===== src/liu_cfg.svh =====
// Constants for the per-channel line interface register slice
`ifndef LIU_CFG_SVH
`define LIU_CFG_SVH

// ------------------------------------------------------------
// Register indices (byte address = index * 4)
// ------------------------------------------------------------
`define LIU_IDX_RESTEST 6'h03
`define LIU_IDX_IRQEN 6'h04
`define LIU_IDX_LIVE 6'h05
`define LIU_IDX_EVENT 6'h08
`define LIU_IDX_CFG 6'h09

// ------------------------------------------------------------
// Resistor / test control fields
// ------------------------------------------------------------
`define LIU_B_RES_HI 4
`define LIU_B_RES_LO 3
`define LIU_B_INS_BPV 2
`define LIU_B_INS_BER 1
`define LIU_B_RATIO 0
`define LIU_RESTEST_MASK 8'h1F
`define LIU_RES_NONE 2'h0
`define LIU_RES_240 2'h1
`define LIU_RES_210 2'h2
`define LIU_RES_150 2'h3

// ------------------------------------------------------------
// Enable / live status / event layout (bit 7 reserved)
// ------------------------------------------------------------
`define LIU_B_DRV 6
`define LIU_B_FIFO 5
`define LIU_B_LCV 4
`define LIU_B_LOOP 3
`define LIU_B_AIS 2
`define LIU_B_LOS 1
`define LIU_B_PRBS 0
`define LIU_SRC_MASK 8'h7F

// ------------------------------------------------------------
// Channel configuration fields
// ------------------------------------------------------------
`define LIU_B_LCMODE_LO 0
`define LIU_B_LCMODE_HI 1
`define LIU_B_EXT_TERM 2
`define LIU_B_QRSS_EN 3
`define LIU_B_SRAIL 4
`define LIU_CFG_MASK 8'h1F

`define LIU_BYTE_RST 8'h00
`define LIU_WORD_RST 32'h0000_0000

// ------------------------------------------------------------
// Timing
// ------------------------------------------------------------
`define LIU_CLK_HZ 10000000
`define LIU_LOOP_QUAL_S 5
`define LIU_LOOP_QUAL_CYC (`LIU_LOOP_QUAL_S * `LIU_CLK_HZ)
`define LIU_LOOP_CNT_W 26
`define LIU_SYNC_W 9

`endif


===== src/liu_pkg.sv =====
// Types shared by the line interface register slice
`default_nettype none
package liu_pkg;

   // Loop-code qualifier states, Gray along hunt -> held
   typedef enum logic [1:0] {
      LIU_LC_OFF = 2'b00,
      LIU_LC_HUNT = 2'b01,
      LIU_LC_HELD = 2'b11,
      LIU_LC_MANUAL = 2'b10
   } liuLcState_t;

   // Loop-code detection mode field
   typedef enum logic [1:0] {
      LIU_LCM_OFF = 2'b00,
      LIU_LCM_MAN_A = 2'b01,
      LIU_LCM_MAN_B = 2'b10,
      LIU_LCM_AUTO = 2'b11
   } liuLcMode_t;

endpackage : liu_pkg
`default_nettype wire


===== src/liu_inject_gen.sv =====
// Test error injection, sampled on the channel transmit clock rising edge
`timescale 1ns/1ps
`default_nettype none
`include "liu_cfg.svh"

module liu_inject_gen (
   input wire logic clk,
   input wire logic resetn,
   input wire logic txClkSync,
   input wire logic insertBipolarViolation,
   input wire logic insertBitError,
   input wire logic qrssGenEnable,
   input wire logic singleRail,
   output logic injectViolation,
   output logic injectBitError
);

   logic txPrev_r, txPrev_nxt;
   logic bpvSample_r, bpvSample_nxt;
   logic berSample_r, berSample_nxt;
   logic injV_r, injV_nxt;
   logic injB_r, injB_nxt;
   logic txRise;

   // ------------------------------------------------------------
   // Next state
   // ------------------------------------------------------------
   always_comb begin
      txRise = txClkSync & ~txPrev_r;
      txPrev_nxt = txClkSync;
      bpvSample_nxt = bpvSample_r;
      berSample_nxt = berSample_r;
      injV_nxt = 1'b0;
      injB_nxt = 1'b0;
      if (txRise) begin
         bpvSample_nxt = insertBipolarViolation;
         berSample_nxt = insertBitError;
         // Violation lands in the QRSS pattern or in single-rail input data
         injV_nxt = insertBipolarViolation & ~bpvSample_r
                    & (qrssGenEnable | singleRail);
         injB_nxt = insertBitError & ~berSample_r & qrssGenEnable;
      end
   end

   // ------------------------------------------------------------
   // Registers
   // ------------------------------------------------------------
   always_ff @(posedge clk or negedge resetn) begin
      if (!resetn) begin
         txPrev_r <= 1'b0;
         bpvSample_r <= 1'b0;
         berSample_r <= 1'b0;
         injV_r <= 1'b0;
         injB_r <= 1'b0;
      end else begin
         txPrev_r <= txPrev_nxt;
         bpvSample_r <= bpvSample_nxt;
         berSample_r <= berSample_nxt;
         injV_r <= injV_nxt;
         injB_r <= injB_nxt;
      end
   end

   assign injectViolation = injV_r;
   assign injectBitError = injB_r;

endmodule : liu_inject_gen
`default_nettype wire


===== src/liu_loop_qual.sv =====
// Loop-code qualification over a long hold time, manual and automatic modes
`timescale 1ns/1ps
`default_nettype none
`include "liu_cfg.svh"

module liu_loop_qual #(
   parameter logic [`LIU_LOOP_CNT_W-1:0] QUAL_CYCLES = `LIU_LOOP_CNT_W'(`LIU_LOOP_QUAL_CYC)
) (
   input wire logic clk,
   input wire logic resetn,
   input wire logic [1:0] lcMode,
   input wire logic loopUpSeen,
   input wire logic loopDownSeen,
   output logic loopCodeStatus,
   output logic remoteLoopback
);

   liu_pkg::liuLcState_t state_r, state_nxt;
   logic [`LIU_LOOP_CNT_W-1:0] cnt_r, cnt_nxt;
   logic stat_r, stat_nxt;
   logic run;
   logic qualified;
   logic remote_r, remote_nxt;

   always_comb begin
      state_nxt = state_r;
      stat_nxt = stat_r;
      run = 1'b0;
      case (state_r)
         liu_pkg::LIU_LC_MANUAL: run = loopUpSeen | loopDownSeen;
         liu_pkg::LIU_LC_HUNT: run = loopUpSeen;
         liu_pkg::LIU_LC_HELD: run = loopDownSeen;
         default: run = 1'b0;
      endcase
      // Counter saturates so a code held for hours keeps the bit set
      if (!run) begin
         cnt_nxt = '0;
      end else if (cnt_r == QUAL_CYCLES) begin
         cnt_nxt = cnt_r;
      end else begin
         cnt_nxt = cnt_r + `LIU_LOOP_CNT_W'(1);
      end
      qualified = run & (cnt_r == QUAL_CYCLES);
      case (state_r)
         liu_pkg::LIU_LC_MANUAL: begin
            stat_nxt = qualified;
         end
         liu_pkg::LIU_LC_HUNT: begin
            if (qualified) begin
               state_nxt = liu_pkg::LIU_LC_HELD;
               stat_nxt = 1'b1;
               cnt_nxt = '0;
            end
         end
         liu_pkg::LIU_LC_HELD: begin
            if (qualified) begin
               state_nxt = liu_pkg::LIU_LC_HUNT;
               stat_nxt = 1'b0;
               cnt_nxt = '0;
            end
         end
         default: begin
            stat_nxt = 1'b0;
         end
      endcase
      // A mode change restarts qualification from scratch, except a switch between the two manual codes
      if (lcMode == liu_pkg::LIU_LCM_OFF) begin
         state_nxt = liu_pkg::LIU_LC_OFF;
         stat_nxt = 1'b0;
      end else if (lcMode == liu_pkg::LIU_LCM_AUTO) begin
         if (state_r == liu_pkg::LIU_LC_OFF || state_r == liu_pkg::LIU_LC_MANUAL) begin
            state_nxt = liu_pkg::LIU_LC_HUNT;
            stat_nxt = 1'b0;
            cnt_nxt = '0;
         end
      end else if (state_r != liu_pkg::LIU_LC_MANUAL) begin
         state_nxt = liu_pkg::LIU_LC_MANUAL;
         stat_nxt = 1'b0;
         cnt_nxt = '0;
      end
      // Registered so the loopback output comes straight from a flop
      remote_nxt = (state_nxt == liu_pkg::LIU_LC_HELD);
   end

   always_ff @(posedge clk or negedge resetn) begin
      if (!resetn) begin
         state_r <= liu_pkg::LIU_LC_OFF;
         cnt_r <= '0;
         stat_r <= 1'b0;
         remote_r <= 1'b0;
      end else begin
         state_r <= state_nxt;
         cnt_r <= cnt_nxt;
         stat_r <= stat_nxt;
         remote_r <= remote_nxt;
      end
   end

   assign loopCodeStatus = stat_r;
   assign remoteLoopback = remote_r;

endmodule : liu_loop_qual
`default_nettype wire


===== src/liu_chan_regs.sv =====
// Per-channel control, interrupt enable and live status registers over APB
`timescale 1ns/1ps
`default_nettype none
`include "liu_cfg.svh"

module liu_chan_regs #(
   parameter logic [`LIU_LOOP_CNT_W-1:0] LOOP_QUAL_CYCLES =
      `LIU_LOOP_CNT_W'(`LIU_LOOP_QUAL_CYC)
) (
   input wire logic clk,
   input wire logic resetn,
   // APB slave
   input wire logic psel,
   input wire logic penable,
   input wire logic pwrite,
   input wire logic [7:0] paddr,
   input wire logic [31:0] pwdata,
   output logic [31:0] prdata,
   output logic pready,
   output logic pslverr,
   // Live status sources and channel transmit clock, asynchronous to clk
   input wire logic driverFailIn,
   input wire logic fifoLimitIn,
   input wire logic codeViolationIn,
   input wire logic allOnesIn,
   input wire logic rxSignalLossIn,
   input wire logic prbsSyncIn,
   input wire logic loopUpSeen,
   input wire logic loopDownSeen,
   input wire logic channelTxClock,
   // Channel controls and events
   output logic [1:0] rxResistorSel,
   output logic rxExtResistorUsed,
   output logic txRatioNarrow,
   output logic injectViolation,
   output logic injectBitError,
   output logic remoteLoopback,
   output logic irq
);

   // ------------------------------------------------------------
   // Input synchronisers
   // ------------------------------------------------------------
   // Index: 0 prbs, 1 loss, 2 all-ones, 3 loop-up, 4 lcv, 5 fifo, 6 driver,
   // 7 loop-down, 8 transmit clock
   logic [`LIU_SYNC_W-1:0] rawIn;
   logic [`LIU_SYNC_W-1:0] syncA_r;
   logic [`LIU_SYNC_W-1:0] syncB_r;

   assign rawIn = {
      channelTxClock,
      loopDownSeen,
      driverFailIn,
      fifoLimitIn,
      codeViolationIn,
      loopUpSeen,
      allOnesIn,
      rxSignalLossIn,
      prbsSyncIn
   };

   // Two flops per lane; only the second one feeds any logic
   genvar gi;
   generate
      for (gi = 0; gi < `LIU_SYNC_W; gi = gi + 1) begin : gSync
         always_ff @(posedge clk or negedge resetn) begin
            if (!resetn) begin
               syncA_r[gi] <= 1'b0;
               syncB_r[gi] <= 1'b0;
            end else begin
               syncA_r[gi] <= rawIn[gi];
               syncB_r[gi] <= syncA_r[gi];
            end
         end
      end
   endgenerate

   // ------------------------------------------------------------
   // Register state
   // ------------------------------------------------------------
   logic [7:0] resTest_r, resTest_nxt;
   logic [7:0] irqEn_r, irqEn_nxt;
   logic [7:0] cfg_r, cfg_nxt;
   logic [7:0] event_r, event_nxt;
   logic [7:0] prevLive_r, prevLive_nxt;

   // APB answer
   logic [31:0] prdata_r, prdata_nxt;
   logic pready_r, pready_nxt;
   logic pslverr_r, pslverr_nxt;
   logic irq_r, irq_nxt;

   // Decoded channel controls
   logic [1:0] resSel_r, resSel_nxt;
   logic extRes_r, extRes_nxt;
   logic ratio_r, ratio_nxt;

   // Combinational views
   logic loopCodeStatus;
   logic [7:0] live;
   logic [7:0] change;
   logic [5:0] idx;
   logic setup;
   logic access;
   logic mapped;
   logic [7:0] rdByte;
   logic evtClr;
   logic [7:0] clrMask;

   // ------------------------------------------------------------
   // Loop-code qualifier and injection
   // ------------------------------------------------------------
   liu_loop_qual #(
      .QUAL_CYCLES(LOOP_QUAL_CYCLES)
   ) uLoopQual (
      .clk(clk),
      .resetn(resetn),
      .lcMode(cfg_r[`LIU_B_LCMODE_HI:`LIU_B_LCMODE_LO]),
      .loopUpSeen(syncB_r[3]),
      .loopDownSeen(syncB_r[7]),
      .loopCodeStatus(loopCodeStatus),
      .remoteLoopback(remoteLoopback)
   );

   // Software must write zero before one; a steady one never re-fires
   liu_inject_gen uInject (
      .clk(clk),
      .resetn(resetn),
      .txClkSync(syncB_r[8]),
      .insertBipolarViolation(resTest_r[`LIU_B_INS_BPV]),
      .insertBitError(resTest_r[`LIU_B_INS_BER]),
      .qrssGenEnable(cfg_r[`LIU_B_QRSS_EN]),
      .singleRail(cfg_r[`LIU_B_SRAIL]),
      .injectViolation(injectViolation),
      .injectBitError(injectBitError)
   );

   // ------------------------------------------------------------
   // Live status and transitions
   // ------------------------------------------------------------
   always_comb begin
      live = `LIU_BYTE_RST;
      live[`LIU_B_DRV] = syncB_r[6];
      live[`LIU_B_FIFO] = syncB_r[5];
      live[`LIU_B_LCV] = syncB_r[4];
      // Loop status is produced on clk and needs no synchroniser
      live[`LIU_B_LOOP] = loopCodeStatus;
      live[`LIU_B_AIS] = syncB_r[2];
      live[`LIU_B_LOS] = syncB_r[1];
      live[`LIU_B_PRBS] = syncB_r[0];
      // Any edge, rising or falling, is an event
      change = (live ^ prevLive_r) & `LIU_SRC_MASK;
      prevLive_nxt = live;
   end

   // ------------------------------------------------------------
   // APB decode
   // ------------------------------------------------------------
   always_comb begin
      idx = paddr[7:2];
      setup = psel & ~penable;
      access = psel & penable & pready_r;
      case (idx)
         `LIU_IDX_RESTEST: mapped = 1'b1;
         `LIU_IDX_IRQEN: mapped = 1'b1;
         `LIU_IDX_LIVE: mapped = 1'b1;
         `LIU_IDX_EVENT: mapped = 1'b1;
         `LIU_IDX_CFG: mapped = 1'b1;
         default: mapped = 1'b0;
      endcase
   end

   // Read view; unmapped words read as zero
   always_comb begin
      case (idx)
         `LIU_IDX_RESTEST: begin
            rdByte = resTest_r & `LIU_RESTEST_MASK;
         end
         `LIU_IDX_IRQEN: begin
            rdByte = irqEn_r & `LIU_SRC_MASK;
         end
         `LIU_IDX_LIVE: begin
            rdByte = live;
         end
         `LIU_IDX_EVENT: begin
            rdByte = event_r & `LIU_SRC_MASK;
         end
         `LIU_IDX_CFG: begin
            rdByte = cfg_r & `LIU_CFG_MASK;
         end
         default: begin
            rdByte = `LIU_BYTE_RST;
         end
      endcase
   end

   // Answer one cycle after setup: pready rises in the first access cycle
   always_comb begin
      pready_nxt = setup;
      pslverr_nxt = setup & ~mapped;
      prdata_nxt = prdata_r;
      if (setup) begin
         prdata_nxt = (!pwrite) ? {24'h00_0000, rdByte} : `LIU_WORD_RST;
      end else if (access) begin
         prdata_nxt = `LIU_WORD_RST;
      end
   end

   // ------------------------------------------------------------
   // Register writes
   // ------------------------------------------------------------
   always_comb begin
      resTest_nxt = resTest_r;
      irqEn_nxt = irqEn_r;
      cfg_nxt = cfg_r;
      if (access && pwrite) begin
         case (idx)
            `LIU_IDX_RESTEST: begin
               resTest_nxt = pwdata[7:0] & `LIU_RESTEST_MASK;
            end
            `LIU_IDX_IRQEN: begin
               irqEn_nxt = pwdata[7:0] & `LIU_SRC_MASK;
            end
            `LIU_IDX_CFG: begin
               cfg_nxt = pwdata[7:0] & `LIU_CFG_MASK;
            end
            default: begin
               resTest_nxt = resTest_r;
            end
         endcase
      end
   end

   // ------------------------------------------------------------
   // Sticky events and interrupt request
   // ------------------------------------------------------------
   always_comb begin
      evtClr = access & ~pwrite & (idx == `LIU_IDX_EVENT);
      // Clear only bits the read returned; later events wait for the next read
      clrMask = evtClr ? prdata_r[7:0] : `LIU_BYTE_RST;
      // A new event wins over the clear on the same edge
      event_nxt = ((event_r & ~clrMask)
                   | (change & irqEn_r)) & `LIU_SRC_MASK;
      // Level request held until software reads the event register or clears the matching enable bit
      irq_nxt = |(event_r & irqEn_r);
   end

   // ------------------------------------------------------------
   // Decoded channel controls
   // ------------------------------------------------------------
   always_comb begin
      resSel_nxt = {resTest_r[`LIU_B_RES_HI], resTest_r[`LIU_B_RES_LO]};
      extRes_nxt = (resSel_nxt != `LIU_RES_NONE);
      // Internal termination pins the transformer at 1:2
      ratio_nxt = ~cfg_r[`LIU_B_EXT_TERM] | resTest_r[`LIU_B_RATIO];
   end

   // ------------------------------------------------------------
   // Flip-flops
   // ------------------------------------------------------------
   // Bus answer
   always_ff @(posedge clk or negedge resetn) begin
      if (!resetn) begin
         prdata_r <= `LIU_WORD_RST;
         pready_r <= 1'b0;
         pslverr_r <= 1'b0;
      end else begin
         prdata_r <= prdata_nxt;
         pready_r <= pready_nxt;
         pslverr_r <= pslverr_nxt;
      end
   end

   // Software-written registers
   always_ff @(posedge clk or negedge resetn) begin
      if (!resetn) begin
         resTest_r <= `LIU_BYTE_RST;
         irqEn_r <= `LIU_BYTE_RST;
         cfg_r <= `LIU_BYTE_RST;
      end else begin
         resTest_r <= resTest_nxt;
         irqEn_r <= irqEn_nxt;
         cfg_r <= cfg_nxt;
      end
   end

   // Events, transition history and interrupt
   always_ff @(posedge clk or negedge resetn) begin
      if (!resetn) begin
         event_r <= `LIU_BYTE_RST;
         prevLive_r <= `LIU_BYTE_RST;
         irq_r <= 1'b0;
      end else begin
         event_r <= event_nxt;
         prevLive_r <= prevLive_nxt;
         irq_r <= irq_nxt;
      end
   end

   // Decoded controls; reset leaves the transformer at 1:2
   always_ff @(posedge clk or negedge resetn) begin
      if (!resetn) begin
         resSel_r <= `LIU_RES_NONE;
         extRes_r <= 1'b0;
         ratio_r <= 1'b1;
      end else begin
         resSel_r <= resSel_nxt;
         extRes_r <= extRes_nxt;
         ratio_r <= ratio_nxt;
      end
   end

   // ------------------------------------------------------------
   // Outputs
   // ------------------------------------------------------------
   assign prdata = prdata_r;
   assign pready = pready_r;
   assign pslverr = pslverr_r;
   assign irq = irq_r;
   assign rxResistorSel = resSel_r;
   assign rxExtResistorUsed = extRes_r;
   assign txRatioNarrow = ratio_r;

endmodule : liu_chan_regs
`default_nettype wire


===== config.mk =====
export PLATFORM = sky130hd
export DESIGN_NAME = liu_chan_regs
export DESIGN_NICKNAME = d
export VERILOG_FILES = /design/src/liu_pkg.sv /design/src/liu_inject_gen.sv /design/src/liu_loop_qual.sv /design/src/liu_chan_regs.sv
export VERILOG_INCLUDE_DIRS = /design/src
export SDC_FILE = /design/constraint.sdc
export NUM_CORES = 1
export LEC_CHECK = 0
export BUFFER_PORTS_ARGS = -buffer_cell sky130_fd_sc_hd__buf_2
export CORE_UTILIZATION = 51
export CTS_BUF_LIST = sky130_fd_sc_hd__clkbuf_2
export DETAILED_ROUTE_END_ITERATION = 16
export GPL_ROUTABILITY_DRIVEN = 0
export PLACE_DENSITY = 0.79
export SYNTH_ARGS = -nofsm -noshare
export SYNTH_HDL_FRONTEND = slang
export SYNTH_SLANG_ARGS = --single-unit

===== constraint.sdc =====
create_clock -name clk -period 2 [get_ports clk]
set_input_delay 0.3 -clock clk [delete_from_list [all_inputs] [get_ports clk]]
set_output_delay 0.3 -clock clk [all_outputs]
set_load 0.01 [all_outputs]

==> out/metrics.csv <==
metric,value,unit
vias,2973,
path_class,register to register,
yosys.area_share.simple,17.3,%
yosys.area.top_type,dfrtp_1,
switching_share,27.5,%
power_frac_clock,28.6,%
drc,0,
yosysSeqAreaShare,56.1,%
numPortBuffers,43,
grt_pass1_wl,14400,um
finalSetupTns,0,ns
synth_top_family_by_area,simple AND/OR/NAND/NOR gates,
ys.flop_type,dfrtp_1,
drive_gt1_share,25.7,%
netlist_area,4370,um2
switching_power,0.893,mW
ctsHtreeMaxLevel,3,
outcome,"finished, final reports clean",
dieArea,8950,um2
insertion_delay,0.55,ns
initial_core_util,53.0,%
cp.arrival,2.38,ns
fmax,0.531,GHz
required,2.50,ns
core,8260,um2
p_comb_share,7.0,%
fin_skew,0.0327,ns
synth_edf_count,0,
ys_top_cells_by_count,"dfrtp_1, nor2_1, nand2_1",
gr-total-overflow,0,
ys_async_sr_fraction,100,%
wl_per_cell,15.3,um
grt_pass1_vias,3114,
synth.ff_latch_count,98,
cts_buffer_depth,2,
antenna_found_initial,0,
period_minus_slack,1.88,ns
pwr-share-seq,64.4,%
synthMuxAreaShare,5.84,%
critical_path.max_fanout,3,
slew_violations,0,
critPathSlowestCell,dfrtp_1,
dp_hpwl,6030,um
diodes,0,
yosysMostFrequentCell,dfrtp_1,
crit_buf_inv,2,
yosysUniqueCellTypes,50,
rows,33,
clk_pin_slew_worst_paths,0.30,ns
cts_made_buffers,9,
cp-start-kind,register,
die_h,94.6,um
grt_max_degree,36,
hold_class,input port to register,
die_width,94.6,um
critical-path-top-delay-family,simple AND/OR/NAND/NOR gates,
irDropWorstVdd,0.375,mV
via_per_inst,5.31,
synth_top_area_share,55.5,%
critPathMaxStageDelay,0.44,ns
syn_inst,364,
p_leak,2.42,nW
cts_tree,yes,
critPathCaptureType,register,
ant_nets,0,
hold_violations,0,
cts_root_buf,clkbuf_2,
setup_viol,0,
cap_violations,0,
synth_fa_ha_area_share,0.572,%
power.internal,2.35,mW
syn_area_per_cell,12.0,um2
synth_compound_area_share,7.98,%
slew_headroom,59.2,%
drt_wl_total,8550,um
yosys_warnings,0,
power_density,637,nW/um2
first_iter_violations,146,
synthTopCellsByArea,"dfrtp_1, buf_4, mux2_2",
cts_sinks,98,
layout.nets,506,
io_pins,96,
synth-xor-area-share,6.61,%
worstPathCellList,"inv_1, ha_1, nor4bb_1, nand4_1, buf_4, nor3_4, mux2_2, o211ai_1",
period_share,94.1,%
drt_pass1_iterations,5,
grtUsageTotal,21.0,%
area_growth,16.4,%
power,3.24,mW
worst_pin_slew,0.608,ns
-- placed cells by master (no fill, tap or decap), types with 3 or more instances in the layout --
| cell | n |
|---|---|
| buf_2 | 42 |
| mux2_2 | 18 |
| a22oi_1 | 9 |
| nor3b_4 | 3 |
| xnor2_1 | 10 |
| nor4_4 | 3 |
| dfrtp_1 | 95 |
| buf_4 | 20 |
| o211ai_1 | 3 |
| nand3_1 | 13 |
| inv_6 | 3 |
| nand2_1 | 31 |
| nor3_1 | 4 |
| conb_1 | 25 |
| nor2b_1 | 3 |
| and3_1 | 3 |
| and4_1 | 3 |
| a21oi_1 | 3 |
| clkbuf_2 | 9 |
| mux2i_1 | 3 |
| a22o_1 | 14 |
| nor2_1 | 34 |
| inv_1 | 6 |
| dlygate4sd3_1 | 19 |
| nand2b_1 | 3 |
| nand4_1 | 8 |
| a222oi_1 | 6 |
| xor2_1 | 23 |
-- cell type report --
type | count | area [um2]
Clock buffer | 9 | 45.0
Clock inverter | 7 | 66.3
Fill cell | 658 | 3160
Inverter | 6 | 22.5
Multi-Input combinational cell | 253 | 1800
Sequential cell | 98 | 2460
Tap cell | 105 | 131
Timing Repair Buffer | 82 | 571
-- repair_timing --
item                                    CTS  global route
buffers inserted                          0             3
hold buffers                             19             0
endpoints found under the setup margin    0            27
hold endpoints to repair                 82             0
gates resized for setup                   0             6
-- sequential cells by signal (all words and copies together) (netlist names), 2 cells and up --
| signal | cells |
|---|---|
| irqEn_r | 7 |
| live | 6 |
| syncB_r | 3 |
| syncA_r | 9 |
| resTest_r | 5 |
| event_r | 7 |
| cfg_r | 5 |
| prdata | 7 |
| uLoopQual.cnt_r | 26 |
| rxResistorSel | 2 |
| prevLive_r | 7 |
| uLoopQual.state_r | 2 |
-- metal layers --
metal | vias up | track usage, % | part of all wire (%)
li1 | 1415 | - | -
met1 | 1461 | 25.5 | 43
met2 | 90 | 37.2 | 52
met3 | 7 | 4.83 | 4.8
met4 | 0 | 6.44 | 0.99
met5 | - | 0 | 0
-- power groups by stage --
stage               sequential (mW)  clock, mW  combinational (mW)
finish                         2.09      0.928               0.228
global route                   2.10       1.05               0.257
CTS                            2.09      0.961               0.229
detailed placement             2.12          0               0.198
global placement               2.12          0               0.192
floorplan                      2.11          0               0.129
-- logic make-up (layout without fill, tap and decap cells) --
logic type,after synthesis,after routing
other,1,25
AO/OA/AOI/OAI,43,43
buffers and inverters,37,104
flip-flops,98,98
adder cells (fa/ha/maj),2,2
XOR/XNOR,33,33
AND/OR/NAND/NOR,127,127
multiplexers,23,23
-- metrics by stage --
stage	hold WS (ns)	area, um2	setup slack [ns]	instances	utilization, %
2_1_floorplan	0.00441	4460	0.120	388	-
3_3_place_gp	0.268	4730	0.0932	522	57.3
3_5_place_dp	0.273	4730	0.0526	522	57.3
4_1_cts	0.0338	5040	0.0462	557	61.0
5_1_grt	0.0227	5090	-0.0596	560	61.7
6_report	0.0783	5090	0.118	560	61.7
-- path summary, 6_finish.rpt --
path	start	endpoint	slack (ns)	cells past startpoint
min	paddr[6]	pslverr$_DFF_PN0_	0.08	3
min reg2reg	syncA_r[2]$_DFF_PN0_	live[2]$_DFF_PN0_	0.38	0
max in group asynchronous	resetn	uLoopQual.cnt_r[3]$_DFF_PN0_	1.17	3
max	uLoopQual.cnt_r[0]$_DFF_PN0_	uLoopQual.state_r[1]$_DFF_PN0_	0.12	8
max reg2reg	uLoopQual.cnt_r[0]$_DFF_PN0_	uLoopQual.state_r[1]$_DFF_PN0_	0.12	8
min in group asynchronous	resetn	rxResistorSel[0]$_DFF_PN0_	0.16	2
-- worst min-delay path, delay by kind of cell --
kind / cells / cell delay, ns
AO/OA/AOI/OAI: 1 / 0.09
buffers and inverters: 1 / 0.13
AND/OR/NAND/NOR: 1 / 0.12
Note: power is estimated with default switching activity, not from simulation.
